===== src/logic/mfe_pkg.sv =====
/*
 * Shared constants and types of the metering front end: register map, field
 * positions, reset values, sample rates and the carrier structs.
 * Assumes a single 25 MHz system clock and a byte-serial host that has
 * already been turned into single-cycle register strobes.
 */
// Notes on behaviour
// - Metering logic runs only while the RC oscillator runs and halts when it stops.
// - System-control bit 26 picks voltage gain, 0 for x4 and 1 for x1, reset 0.
// - System-control bits 23:22 pick current gain x32, x16, x4, x1, reset 00.
// - Analog-control-0 bits 9:8 trim global bias and software keeps the default.
// - Analog-control-1 bits 29:28 add 0, 33, 66 or 100 percent Miller capacitance.
// - The voltage converter is off after reset and on only while control bit 29 is 1.
// - The current converter is off after reset and on only while control bit 27 is 1.
// - Exactly one of the two sample streams goes through the delay chain.
// - The phase value is nine-bit two's complement, reset zero, usable -255 to +255.
// - Phase bit 8 set delays voltage samples, clear delays current samples.
// - Control bit 19 picks 3276800 Hz when 0 and 819200 Hz when 1.
// - One step is 0.005 degree at the fast rate and 0.022 degree at the slow rate.
package mfe_pkg;
    localparam int ADDR_W = 12;
    localparam logic [11:0] REG_PHASE = 12'h0f7;
    localparam logic [11:0] REG_SYSCTL = 12'h180;
    localparam logic [11:0] REG_ANA0 = 12'h182;
    localparam logic [11:0] REG_ANA1 = 12'h183;
    localparam int SC_VGAIN = 26;
    localparam int SC_IGAIN_LO = 22;
    localparam int SC_VADC = 29;
    localparam int SC_IADC = 27;
    localparam int SC_RATE = 19;
    localparam int A0_BIAS_LO = 8;
    localparam int A1_MILLER_LO = 28;
    localparam int PHASE_W = 9;
    localparam int PHASE_SIGN = 8;
    localparam logic [31:0] SYSCTL_RST = 32'h0000_0000;
    localparam logic [31:0] ANA0_RST = 32'h0000_0100;
    localparam logic [31:0] ANA1_RST = 32'h0000_0000;
    localparam logic [8:0] PHASE_RST = 9'h000;
    localparam int CLK_HZ = 25000000;
    localparam int FAST_HZ = 3276800;
    localparam int SLOW_HZ = 819200;
    localparam int ACC_W = 26;
    localparam int FAST_GAP = CLK_HZ / FAST_HZ - 1;
    localparam int FIFO_DEPTH = 8;
    localparam int DLY_MAX = 255;

    typedef struct packed {
        logic v_gain_x1;
        logic [1:0] i_gain;
        logic [1:0] bias_trim;
        logic [1:0] miller_trim;
        logic v_adc_en;
        logic i_adc_en;
        logic slow_rate;
    } mfe_cfg_s;

    typedef struct packed {
        logic v;
        logic i;
    } mfe_smp_s;

    typedef struct packed {
        logic wr;
        logic rd;
        logic [ADDR_W-1:0] addr;
        logic [31:0] wdata;
    } mfe_req_s;
endpackage : mfe_pkg


===== src/logic/mfe_top.sv =====
/*
 * Metering front end: configuration registers, sample-rate strobe, the phase
 * compensating delay chain and an output FIFO towards the metering datapath.
 * Assumes converter bit streams and the oscillator-running level come from
 * pins and are asynchronous; register strobes come from logic on clk_sys.
 */

// ****************************************
// Sample FIFO
// ****************************************
module mfe_fifo
    import mfe_pkg::*;
#(
    parameter int WIDTH = 2,
    parameter int DEPTH = 8
) (
    input wire logic clk_sys, // System clock.
    input wire logic rst_n, // Asynchronous reset, active low.
    input wire logic [WIDTH-1:0] in_data, // Word to store.
    input wire logic in_valid, // Word offered.
    output logic in_ready, // Room for a word.
    output logic [WIDTH-1:0] out_data, // Oldest word.
    output logic out_valid, // FIFO holds a word.
    input wire logic out_ready // Consumer takes the word.
);
    localparam int PW = $clog2(DEPTH);

    if (DEPTH < 2 || (1 << PW) != DEPTH) begin : g_chk
        $error("FIFO depth must be a power of two of at least 2");
    end

    typedef struct packed {
        logic [DEPTH-1:0][WIDTH-1:0] mem;
        logic [PW-1:0] wp;
        logic [PW-1:0] rp;
        logic [PW:0] cnt;
    } mfe_fifo_st_s;

    mfe_fifo_st_s r;
    mfe_fifo_st_s nxt;
    logic push;
    logic pop;

    assign in_ready = (r.cnt != (PW+1)'(DEPTH));
    assign out_valid = (r.cnt != '0);
    assign out_data = r.mem[r.rp];
    assign push = in_valid && in_ready;
    assign pop = out_valid && out_ready;

    always_comb begin
        nxt = r;
        if (push) begin
            nxt.mem[r.wp] = in_data;
            nxt.wp = r.wp + 1'b1;
        end
        if (pop) begin
            nxt.rp = r.rp + 1'b1;
        end
        nxt.cnt = r.cnt + (PW+1)'(push) - (PW+1)'(pop);
    end

    always_ff @(posedge clk_sys or negedge rst_n) begin
        if (!rst_n) begin
            r <= '0;
        end else begin
            r <= nxt;
        end
    end
endmodule : mfe_fifo

// ****************************************
// Front end top
// ****************************************
module mfe_top
    import mfe_pkg::*;
(
    input wire logic clk_sys, // 25 MHz system clock.
    input wire logic rst_n, // Asynchronous reset, active low.
    input wire mfe_req_s req, // Register read or write strobe.
    output logic [31:0] rdata, // Read data, valid the cycle after rd.
    input wire logic osc_running, // RC oscillator is running, pin.
    input wire logic v_bit, // Voltage converter bit stream, pin.
    input wire logic i_bit, // Current converter bit stream, pin.
    output mfe_cfg_s cfg, // Analog gain, trim and enable settings.
    output logic sample_tick, // One-cycle strobe at the sample rate.
    output logic sample_lost, // Pulse when a sample met a full FIFO.
    output mfe_smp_s smp_data, // Phase-aligned sample pair.
    output logic smp_valid, // Sample pair available.
    input wire logic smp_ready // Datapath takes the sample pair.
);
    typedef struct packed {
        logic [31:0] sc;
        logic [31:0] a0;
        logic [31:0] a1;
        logic [PHASE_W-1:0] phase;
        logic [ACC_W-1:0] acc;
        logic [1:0] run_sy;
        logic [1:0] v_sy;
        logic [1:0] i_sy;
        logic [DLY_MAX-1:0] line;
        logic [31:0] rdata;
        logic lost;
    } mfe_top_st_s;

    mfe_top_st_s r;
    mfe_top_st_s nxt;
    logic run;
    logic tick;
    logic fire;
    logic in_ready;
    logic sel_v;
    logic [PHASE_W-1:0] mag;
    logic [ACC_W-1:0] step;
    logic [ACC_W-1:0] sum;
    logic v_in;
    logic i_in;
    logic din;
    logic dly;
    mfe_smp_s smp_in;

    // ****************************************
    // Configuration decode
    // ****************************************
    // voltage gain select.
    assign cfg.v_gain_x1 = r.sc[SC_VGAIN];
    assign cfg.i_gain = r.sc[SC_IGAIN_LO +: 2];
    assign cfg.bias_trim = r.a0[A0_BIAS_LO +: 2];
    assign cfg.miller_trim = r.a1[A1_MILLER_LO +: 2];
    assign cfg.v_adc_en = r.sc[SC_VADC];
    assign cfg.i_adc_en = r.sc[SC_IADC];
    assign cfg.slow_rate = r.sc[SC_RATE];
    assign rdata = r.rdata;
    assign sample_lost = r.lost;

    // ****************************************
    // Sample-rate strobe
    // ****************************************
    // Only the second synchroniser stage is read, never the first.
    assign run = r.run_sy[1];
    assign step = cfg.slow_rate ? ACC_W'(SLOW_HZ) : ACC_W'(FAST_HZ);
    assign sum = r.acc + step;
    assign tick = run && (sum >= ACC_W'(CLK_HZ));
    assign sample_tick = tick;
    assign fire = tick && in_ready;

    // ****************************************
    // Phase compensation
    // ****************************************
    // sign selects stream.
    assign sel_v = r.phase[PHASE_SIGN];
    always_comb begin
        mag = sel_v ? (~r.phase + 1'b1) : r.phase;
        if (mag > PHASE_W'(DLY_MAX)) begin
            mag = PHASE_W'(DLY_MAX);
        end
    end
    // A converter that is off feeds constant zero into the chain.
    assign v_in = r.v_sy[1] && cfg.v_adc_en;
    assign i_in = r.i_sy[1] && cfg.i_adc_en;
    assign din = sel_v ? v_in : i_in;
    assign dly = (mag == '0) ? din : r.line[8'(mag - 1'b1)];
    assign smp_in.v = sel_v ? dly : v_in;
    assign smp_in.i = sel_v ? i_in : dly;

    // ****************************************
    // Next state
    // ****************************************
    always_comb begin
        nxt = r;
        nxt.run_sy = {r.run_sy[0], osc_running};
        nxt.v_sy = {r.v_sy[0], v_bit};
        nxt.i_sy = {r.i_sy[0], i_bit};
        if (run) begin
            nxt.acc = tick ? (sum - ACC_W'(CLK_HZ)) : sum;
        end
        // The chain stalls with the FIFO, so a full FIFO drops samples
        // instead of skewing the two streams against each other.
        if (fire) begin
            nxt.line = {r.line[DLY_MAX-2:0], din};
        end
        nxt.lost = tick && !in_ready;
        if (req.wr) begin
            case (req.addr)
                REG_SYSCTL: nxt.sc = req.wdata;
                REG_ANA0: nxt.a0 = req.wdata;
                REG_ANA1: nxt.a1 = req.wdata;
                REG_PHASE: nxt.phase = req.wdata[PHASE_W-1:0];
                default: nxt.sc = r.sc;
            endcase
        end
        nxt.rdata = '0;
        if (req.rd) begin
            case (req.addr)
                REG_SYSCTL: nxt.rdata = r.sc;
                REG_ANA0: nxt.rdata = r.a0;
                REG_ANA1: nxt.rdata = r.a1;
                REG_PHASE: nxt.rdata = {{(32-PHASE_W){1'b0}}, r.phase};
                default: nxt.rdata = '0;
            endcase
        end
    end

    always_ff @(posedge clk_sys or negedge rst_n) begin
        if (!rst_n) begin
            r <= '{sc: SYSCTL_RST, a0: ANA0_RST, a1: ANA1_RST, phase: PHASE_RST,
                   default: '0};
        end else begin
            r <= nxt;
        end
    end

    mfe_fifo #(
        .WIDTH($bits(mfe_smp_s)),
        .DEPTH(FIFO_DEPTH)
    ) u_fifo (
        .clk_sys(clk_sys),
        .rst_n(rst_n),
        .in_data(smp_in),
        .in_valid(fire),
        .in_ready(in_ready),
        .out_data(smp_data),
        .out_valid(smp_valid),
        .out_ready(smp_ready)
    );
endmodule : mfe_top


===== config.mk =====
export PLATFORM = sky130hd
export DESIGN_NAME = mfe_top
export DESIGN_NICKNAME = d
export VERILOG_FILES = /design/src/logic/mfe_pkg.sv /design/src/logic/mfe_top.sv
export SDC_FILE = /design/constraint.sdc
export NUM_CORES = 1
export LEC_CHECK = 0
export BUFFER_PORTS_ARGS = -buffer_cell sky130_fd_sc_hd__buf_2
export CORE_UTILIZATION = 41
export CTS_BUF_LIST = sky130_fd_sc_hd__clkbuf_4
export DETAILED_ROUTE_END_ITERATION = 7
export GPL_ROUTABILITY_DRIVEN = 1
export GPL_TIMING_DRIVEN = 0
export PLACE_DENSITY = 0.65
export SYNTH_ARGS = -nofsm -noshare
export SYNTH_HDL_FRONTEND = slang
export SYNTH_SLANG_ARGS = --single-unit
export TNS_END_PERCENT = 30

===== constraint.sdc =====
create_clock -name clk_sys -period 7.5 [get_ports clk_sys]
set_input_delay 0.375 -clock clk_sys [delete_from_list [all_inputs] [get_ports clk_sys]]
set_output_delay 0.375 -clock clk_sys [all_outputs]
set_load 0.005 [all_outputs]

Word level (Yosys, flattened, before mapping):

Index checks and enable logic that the tools add are counted.
W data, S select, Z words.

* flip-flop bits (word level): 451
* output and inout bits: 47
* input bits: 52
* word-level logic and storage cells: 74

* reduce and logical (&&, ||, !) cells: 15
* mux-type cells: 17
* equality and inequality tests: 5
* bitwise logic cells: 1
* add/sub/neg operators: 8
* $lt $le $gt $ge: 6

Operators by type and width (number)
* $pmux W32 S4: 1
* $eq A12 B9 Y1 const B: 3
* $mux W32: 1
* $add A26 B22 Y26: 1
* $ge A26 B25 Y1 const B: 1
* $mux W26: 1
* $sub A26 B25 Y26 const B: 1
* $mux W22: 1
* $mux W9: 2
* $bwmux W16: 1
* $eq A12 B8 Y1 const B: 1
* $add A9 B1 Y9 const B: 1
* $gt A9 B8 Y1 const B: 1
* $logic_not A9 Y1: 1
* $lt A8 B9 Y1 const B: 1
* $not A9 Y9: 1
* $bmux W1 S8: 1
* $logic_and A1 B1 Y1: 8
* $lt A3 B4 Y1 const B: 2
* $reduce_and A2 Y1: 4
* $sub A8 B1 Y8 const B: 1
* $add A3 B1 Y3 const B: 2
* $bmux W2 S3: 1
* $demux W2 S3: 1
* 8 further kinds: 13

Logic depth before layout (Yosys ltp):

Gate-level depths: netlist (run 1).

* depth after elaboration: 11
* depth in mapped cells: 23
* mapped depth without buffers: 16

Hierarchy:

Synthesis (run 1) repeated with hierarchy kept, for this count alone.

* cells, all modules: 1605
* area total of the unflattened synthesis: 21508.1 um^2

Modules (own cells, without submodules)
* mfe_top: times used 1, cells an instance 1510, seq. area each 10486.3 um^2, area an instance 20163.1 um^2
* mfe_fifo: times used 1, cells an instance 95, seq. area each 650.6 um^2, area an instance 1345.0 um^2

Worst setup path before layout (run 1):

No wires, ideal clock.

* kind: flip-flop to flip-flop
* from: register r[320] (netlist name)
* to: register u_fifo.r[10] (netlist name)
* arrival: 4.987 ns
* buffers on the path: 8
* cell stages (with the launch flop): 23
* required time: 7.354 ns
* setup time: 0.146 ns
* slack: 2.367 ns
* clock period less this slack: 5.133 ns
* path through: dfrtp_1 buf_6 inv_1 ha_1 and4bb_2 nand2_2 nand2_2 inv_2 buf_4 buf_6 buf_4 ha_1 inv_2 buf_2 clkbuf_1 clkbuf_1 mux4_2 mux2i_1 a211oi_1 a311o_1 nand4_1 buf_2 a31oi_4

* word-level cells in the longest chain between the ends: 11

Ends and longest elaborated chain
* start, declared: RTL line mfe_top.sv:105 `mfe_top_st_s r;`
* start signal, assigned: RTL line mfe_top.sv:205 `r <= '{sc: SYSCTL_RST, a0: ANA0_RST, a1: ANA1_RST, phase: PHASE_RST,`
* start signal, assigned: RTL line mfe_top.sv:208 `r <= nxt;`
* $not A9 Y9: RTL line mfe_top.sv:152 `mag = sel_v ? (~r.phase + 1'b1) : r.phase;`
* $add A9 B1 Y9: RTL line mfe_top.sv:152
* $mux W9 *: RTL line mfe_top.sv:152
* $gt A9 B8 Y1: RTL line mfe_top.sv:153 `if (mag > PHASE_W'(DLY_MAX)) begin`
* $mux W9 *: RTL line mfe_top.sv:153
* $sub A8 B1 Y8: RTL line mfe_top.sv:161 `assign dly = (mag == '0) ? din : r.line[8'(mag - 1'b1)];`
* $bmux W1 S8: RTL line mfe_top.sv:161
* $mux W1 (not written as such): RTL line mfe_top.sv:161
* $mux W1 *: RTL line mfe_top.sv:161
* $mux W1 *: RTL line mfe_top.sv:163 `assign smp_in.i = sel_v ? i_in : dly;`
* $bwmux W16 *: RTL line mfe_top.sv:53 `nxt.mem[r.wp] = in_data;`
* end signal, assigned: RTL line mfe_top.sv:66 `r <= nxt;`
* end, declared: RTL line mfe_top.sv:39 `mfe_fifo_st_s r;`

Mark *: on every way between the ends. The rest lies on a longest branch, timed or not. The select of a mux whose other input is x is not followed.
A chain may end at the register's enable or synchronous reset.

Worst setup path in the final report (run 1):

Ends and elaborated chain as after synthesis.

==> results of run 1 <==
-- flip-flops by register name, indices dropped and copies added (netlist names) --
signal,cells
sample_lost,1
r,373
u_fifo.r,26
rdata,32
nxt,3
cfg,10
-- cells by family (layout without fill, tap and decap cells) --
group | after synthesis | in the layout
simple gates | 1012 | 1012
flops | 445 | 445
mux | 262 | 262
buf+inv | 193 | 530
compound gates | 163 | 163
xor+xnor | 42 | 42
fa+ha+maj | 21 | 21
other cells | 0 | 2
-- layer usage --
layer | up-vias | routed length (µm)
met2 | 381 | 25300
li1 | 7739 | -
met3 | 84 | 2320
met5 | - | 0
met4 | 0 | 1100
met1 | 8128 | 22700
-- final cells by class --
class	count	area [µm²]	share of cell area
clock buffer	162	1220	0.0487
multi-input combinational	1500	9610	0.385
sequential	445	11100	0.446
clock inverter	32	153	0.00611
inverter	24	90.1	0.00361
buffer	169	871	0.0349
timing repair buffer	143	1040	0.0418
tap	680	851	0.0341
antenna	2	5.00	0.000200
-- path summary, 6_finish.rpt --
path | from | end
hold / removal | rst_n | r[381]$_DFFE_PN0P_
min in group clk_sys | req[32] | rdata[31]$_DFF_PN0_
hold reg to reg | nxt[291]$_DFF_PN0_ | r[291]$_DFF_PN0_
setup / recovery | r[320]$_DFFE_PN0P_ | u_fifo.r[10]$_DFFE_PN0P_
setup reg to reg | r[320]$_DFFE_PN0P_ | u_fifo.r[10]$_DFFE_PN0P_
max in group asynchronous | rst_n | r[183]$_DFFE_PN0P_
-- timing repair --
action,4_1_cts,5_1_grt
hold buffers,42,0
endpoints found under the setup margin,0,10
gates resized for setup,0,2
hold endpoints to repair,364,0
-- stage by stage --
step	std cells	power, mW	util
2_1_floorplan	2138	3.65	-
3_3_place_gp	2915	4.03	0.445
3_5_place_dp	2919	4.08	0.447
4_1_cts	3155	6.12	0.482
5_1_grt	3157	6.43	0.482
6_report	3157	6.04	0.482
-- power by group through the flow --
stage | registers (mW) | clock network, mW | logic [mW]
floorplan | 2.62 | 0 | 1.03
global placement | 2.64 | 0 | 1.39
detailed placement | 2.65 | 0 | 1.44
CTS | 2.60 | 2.05 | 1.46
global route | 2.62 | 2.18 | 1.63
finish | 2.60 | 1.98 | 1.46
-- cells in the mapped netlist, types with 8 or more instances --
master,n,area (µm²)
nor2b_1,34,213
nor2_1,57,214
mux2i_1,66,661
o21ai_0,15,75.1
ha_1,20,250
a211oi_1,13,97.6
dfrtp_1,444,11100
a31oi_1,14,87.6
a21oi_1,25,125
a222oi_1,9,90.1
or3_1,9,56.3
and2_1,11,68.8
nand4_1,8,50.1
nand2_1,823,3090
a2111oi_0,8,70.1
a22oi_1,24,180
xor2_1,12,105
xnor2_1,26,228
buf_1,13,48.8
mux2_2,145,1630
clkbuf_1,93,349
inv_1,21,78.8
buf_2,13,65.1
mux4_2,51,1150
nand3_1,21,105
a31oi_4,10,213
buf_4,44,330
-- critical path, cell delays in order, from the launching register on --
cell	delay (ns)
dfrtp_1	0.35
buf_6	0.16
inv_1	0.10
ha_1	0.28
and4bb_2	0.27
nand2_2	0.19
nand2_2	0.27
inv_2	0.21
buf_4	0.26
buf_6	0.23
buf_4	0.29
ha_1	0.41
inv_2	0.34
buf_2	0.40
clkbuf_1	0.63
clkbuf_2	0.46
mux4_2	0.38
nand2_1	0.08
nand3_1	0.08
nand3_1	0.15
nand4_1	0.17
nand4_1	0.38
buf_2	0.50
a31oi_4	0.13
==> results.yml, run 1 <==
power:
  p_per_area_mw_per_mm2: 242
  switching_share: 0.345
  seqPwrFrac: 0.431
  power.switching_mw: 2.09
  ir_worst_vdd_mv: 0.116
  static-leakage-power_nw: 12.7
  intPower_mw: 3.96
  p_clk_frac: 0.328
  combPwrFrac: 0.241
floorplan:
  die_y_um: 232
  initial_utilization: 0.419
  coreArea_mm2: 0.0518
  die_x_um: 232
  dieArea_mm2: 0.0539
  num_rows: 83
  ios: 99
global_routing:
  gr-total-overflow: 0
  met2_usage: 0.332
  grt_pass1_vias: 17000
  top_usage_layer: "met2"
  grtUsageMet1: 0.248
  grt_max_degree: 123
  met3_usage: 0.0390
  track_usage: 0.197
  grt_pass1_wl_mm: 85.6
  antenna_found_initial: 1
placed_design:
  routabilityCongestion: 0.854
  preCtsSetupSlack_ns: 0.369
  place_area_mm2: 0.0232
  io_buffer_count: 97
  dp_hpwl_mm: 34.6
detailed_routing:
  wl_per_cell_um: 16.3
  first_pass_iters: 6
  vias_per_cell: 5.17
  via_count: 16300
  routed_wl_mm: 51.5
  drt_iter0_markers: 1005
  postRouteAntennaNets: 0
  drcViolationCount: 0
worst_setup_path:
  arrival_ns: 7.63
  crit_path_start_kind: "register"
  worst_setup_path_end_kind: "register"
  cp_max_fo: 11
  critPathKind: "reg2reg"
  r2r_slack_ns: 0.53
  r2r_cells: 23
  cp.required_ns: 8.16
synthesis:
  yosysSeqAreaShare: 0.513
  postSynthCellCount: 2138
  avgSynthCellArea_um2: 10.2
  muxShareOfSynthArea: 0.159
  yosysUniqueCellTypes: 76
  synth-compound-area-share: 0.0615
  async_flop_share: 1.00
  synth_top_family_by_area: "simple AND/OR/NAND/NOR gates"
  synthSimpleGateAreaFrac: 0.192
  synth_edf_count: 0
  yosysWarnings: 0
  ys.flop_type: "dfrtp_1"
  synth_xor_area_frac: 0.0183
  synth_nets: 2211
  ys_ff_latch: 445
  syn-cell-area_mm2: 0.0217
  yosys.area_share.adder: 0.0125
job:
  max_cap_viol_count: 0
cts:
  cts_setup_buffers: 0
  clock_sinks: 445
  clk_latency_ns: 0.86
  cts.htree.levels: 3
  cts_buffer_depth: 3
  cts_buffers: 113
  cts.reportedPaths.clkPinSlew_ns: 0.07
  root_buffer: "clkbuf_4"
  cts_tree: "built"
final_layout:
  drive_gt1_frac: 0.229
  final_cell_mix: "823 x nand2_1, 444 x dfrtp_1, 162 x clkbuf_4, 145 x mux2_2, 109 x buf_2"
  final_common_cell: "nand2_1"
  area_growth_pct: 15.1
  fillCellCount: 4721
  num-nets-final: 2469
  stdcell_area_mm2: 0.0250
timing:
  fmax_mhz: 144
  tightest_slew_ns: 1.18
  finalMaxSlewViolations: 0
  hold_viol: 0
  whs_ns: 0.0992
  rsz0062_at_grt: "false"
  period_share: 0.929
  setup_viol_count_final: 0
  fin_skew_ns: 0.0635
  fin_setup_tns_ns: 0
  period_minus_slack_ns: 6.97
  slew_headroom: 0.204
  setup_ws_ns: 0.533
outcome:
  status: "complete, no violations"
worst_hold_path:
  min_path_type: "in2async"
No activity file was read; power rests on OpenSTA's default activity.
==> run 2, diff against run 1 <==
--- a/config.mk
+++ b/config.mk
@@ -6,6 +6,7 @@
 export NUM_CORES = 1
 export LEC_CHECK = 0
 export BUFFER_PORTS_ARGS = -buffer_cell sky130_fd_sc_hd__buf_2
+export CORE_MARGIN = 5
 export CORE_UTILIZATION = 41
 export CTS_BUF_LIST = sky130_fd_sc_hd__clkbuf_4
 export DETAILED_ROUTE_END_ITERATION = 7
==> run 2 against run 1 <==
Largest power group unchanged. Cell count grew 0.67%. Sequential cell count is the same. Routed wire length is essentially flat. Largest cell class unchanged.
==> results.yml, run 2 (synthesis results as in run 1) <==
detailed_routing:
  wl_per_cell_um: 16.2
  postRouteAntennaNets: 0
  vias_per_cell: 5.14
  routed_wl_mm: 51.5
  drcViolationCount: 0
  via_count: 16300
  drt_iter0_markers: 1191
  first_pass_iters: 6
worst_setup_path:
  worst_setup_path_end_kind: "register"
  cp.required_ns: 8.15
  arrival_ns: 7.83
  crit_path_start_kind: "register"
  cp_top_family: "buffers and inverters"
  cp_max_fo: 11
  timing.critical_path.buf_inv: 11
  path_cells: "buf_6 > inv_1 > ha_1 > and4bb_2 > nand2_2 > nand2_2 > inv_2 > buf_4 > buf_6 > buf_4 > ha_1 > inv_2 > buf_2 > clkbuf_1 > clkbuf_1 > mux4_2 > nand2_1 > nand3_1 > nand3_1 > nand4_1 > nand4_1 > buf_2 > a31oi_4"
  crit_path_max_incr_delay_ns: 0.65
  cp_slowest_cell: "clkbuf_1"
  critPathKind: "reg2reg"
placed_design:
  routabilityCongestion: 0.834
  dp_hpwl_mm: 35.0
  preCtsSetupSlack_ns: 0.435
  io_buffer_count: 97
final_layout:
  final_common_cell: "nand2_1"
  area_growth_pct: 15.8
  final_cell_mix: "823 x nand2_1, 444 x dfrtp_1, 173 x clkbuf_4, 145 x mux2_2, 109 x buf_2"
  num-nets-final: 2476
  largest_reg_flops: 373
  drive_gt1_frac: 0.233
  top_register: "r"
  utilization: 0.478
timing:
  period_minus_slack_ns: 7.18
  slew_headroom: 0.205
  fmax_mhz: 139
  period_share: 0.958
  hold_viol: 0
  fin_skew_ns: 0.0800
  setup_viol_count_final: 0
  setup_ws_ns: 0.318
  tightest_slew_ns: 1.18
  finalMaxSlewViolations: 0
  fin_setup_tns_ns: 0
  rsz0062_at_grt: "false"
global_routing:
  antenna_found_initial: 2
  grt_max_degree: 121
  grt_pass1_wl_mm: 85.1
  track_usage: 0.180
  gr-total-overflow: 0
  grt_pass1_vias: 16700
cts:
  cts.htree.levels: 3
  cts_buffer_depth: 3
  cts_setup_buffers: 0
  clock_sinks: 445
  cts_buffers: 116
  cts.reportedPaths.clkPinSlew_ns: 0.06
  hold_buffers: 46
  root_buffer: "clkbuf_4"
  clk_latency_ns: 0.87
  cts_tree: "built"
  cts_resized: 0
worst_hold_path:
  min_path_type: "in2reg"
floorplan:
  die_x_um: 240
  dieArea_mm2: 0.0576
  initial_utilization: 0.413
  coreArea_mm2: 0.0526
  ios: 99
  die_y_um: 240
  num_rows: 84
job:
  max_cap_viol_count: 0
power:
  p_per_area_mw_per_mm2: 246
  static-leakage-power_nw: 12.8
  ir_worst_vdd_mv: 0.126
outcome:
  status: "complete, no violations"
==> run 2: cell count changes in the layout (fill, tap and decap cells not counted), sizes merged <==
cell,change
bufinv,+2
clkbuf,+11
clkinv,-6
clkinvlp,+2
dlygate4sd3,+4
==> run 2: path summary, 6_finish.rpt <==
check	start	endpoint	slack, ns	cells past startpoint
setup / recovery	r[320]$_DFFE_PN0P_	u_fifo.r[24]$_DFFE_PN0P_	0.32	23
hold / removal	v_bit	nxt[291]$_DFF_PN0_	0.14	2
setup reg to reg	r[320]$_DFFE_PN0P_	u_fifo.r[24]$_DFFE_PN0P_	0.32	23
hold reg to reg	nxt[293]$_DFF_PN0_	r[293]$_DFF_PN0_	0.35	0
max in group asynchronous	rst_n	r[230]$_DFFE_PN0P_	5.80	5
min in group asynchronous	rst_n	r[381]$_DFFE_PN0P_	0.62	4
==> run 2: worst register-to-register path, stage by stage (launching register included) <==
cell and delay [ns]:
dfrtp_1 0.34, buf_6 0.15, inv_1 0.10, ha_1 0.29
and4bb_2 0.28, nand2_2 0.20, nand2_2 0.26, inv_2 0.24
buf_4 0.28, buf_6 0.23, buf_4 0.30, ha_1 0.37
inv_2 0.32, buf_2 0.41, clkbuf_1 0.66, clkbuf_1 0.65
mux4_2 0.44, nand2_1 0.09, nand3_1 0.07, nand3_1 0.14
nand4_1 0.17, nand4_1 0.37, buf_2 0.49, a31oi_4 0.14
==> run 2: layout make-up <==
cell class                      instances  area, µm²
Antenna cell                            2       5.00
Buffer                                169        870
Clock buffer                          173       1300
Clock inverter                         30        190
Fill cell                            4846      27400
Inverter                               24       90.1
Multi-Input combinational cell       1500       9610
Sequential cell                       445      11100
Tap cell                              688        861
Timing Repair Buffer                  147       1080
==> run 2: power breakdown <==
| group | total [mW] | switching (mW) | leakage (nW) | internal, mW |
|---|---|---|---|---|
| Sequential | 2.60 | 0.0932 | 6.13 | 2.51 |
| Combinational | 1.46 | 1.01 | 5.82 | 0.455 |
| Clock | 2.11 | 0.989 | 0.879 | 1.12 |
==> run 2: layer usage <==
layer / part of all wire / wire, µm / vias to the layer above / GRT usage
li1: - / - / 7756 / -
met5: 0 / 0 / - / 0
met4: 0.024 / 1230 / 0 / 0.0659
met3: 0.050 / 2570 / 89 / 0.0382
met1: 0.44 / 22700 / 8086 / 0.236
met2: 0.48 / 25000 / 401 / 0.298
==> run 2: metrics by stage <==
stage,cells,area (µm²),hold WS (ns),power [mW]
after floorplan,2138,21700,0.0794,3.65
after global placement,2923,23100,0.336,4.04
after detailed placement,2927,23200,0.296,4.09
after CTS,3176,25100,0.0366,6.26
after global routing,3178,25100,0.0808,6.57
final,3178,25100,0.144,6.17
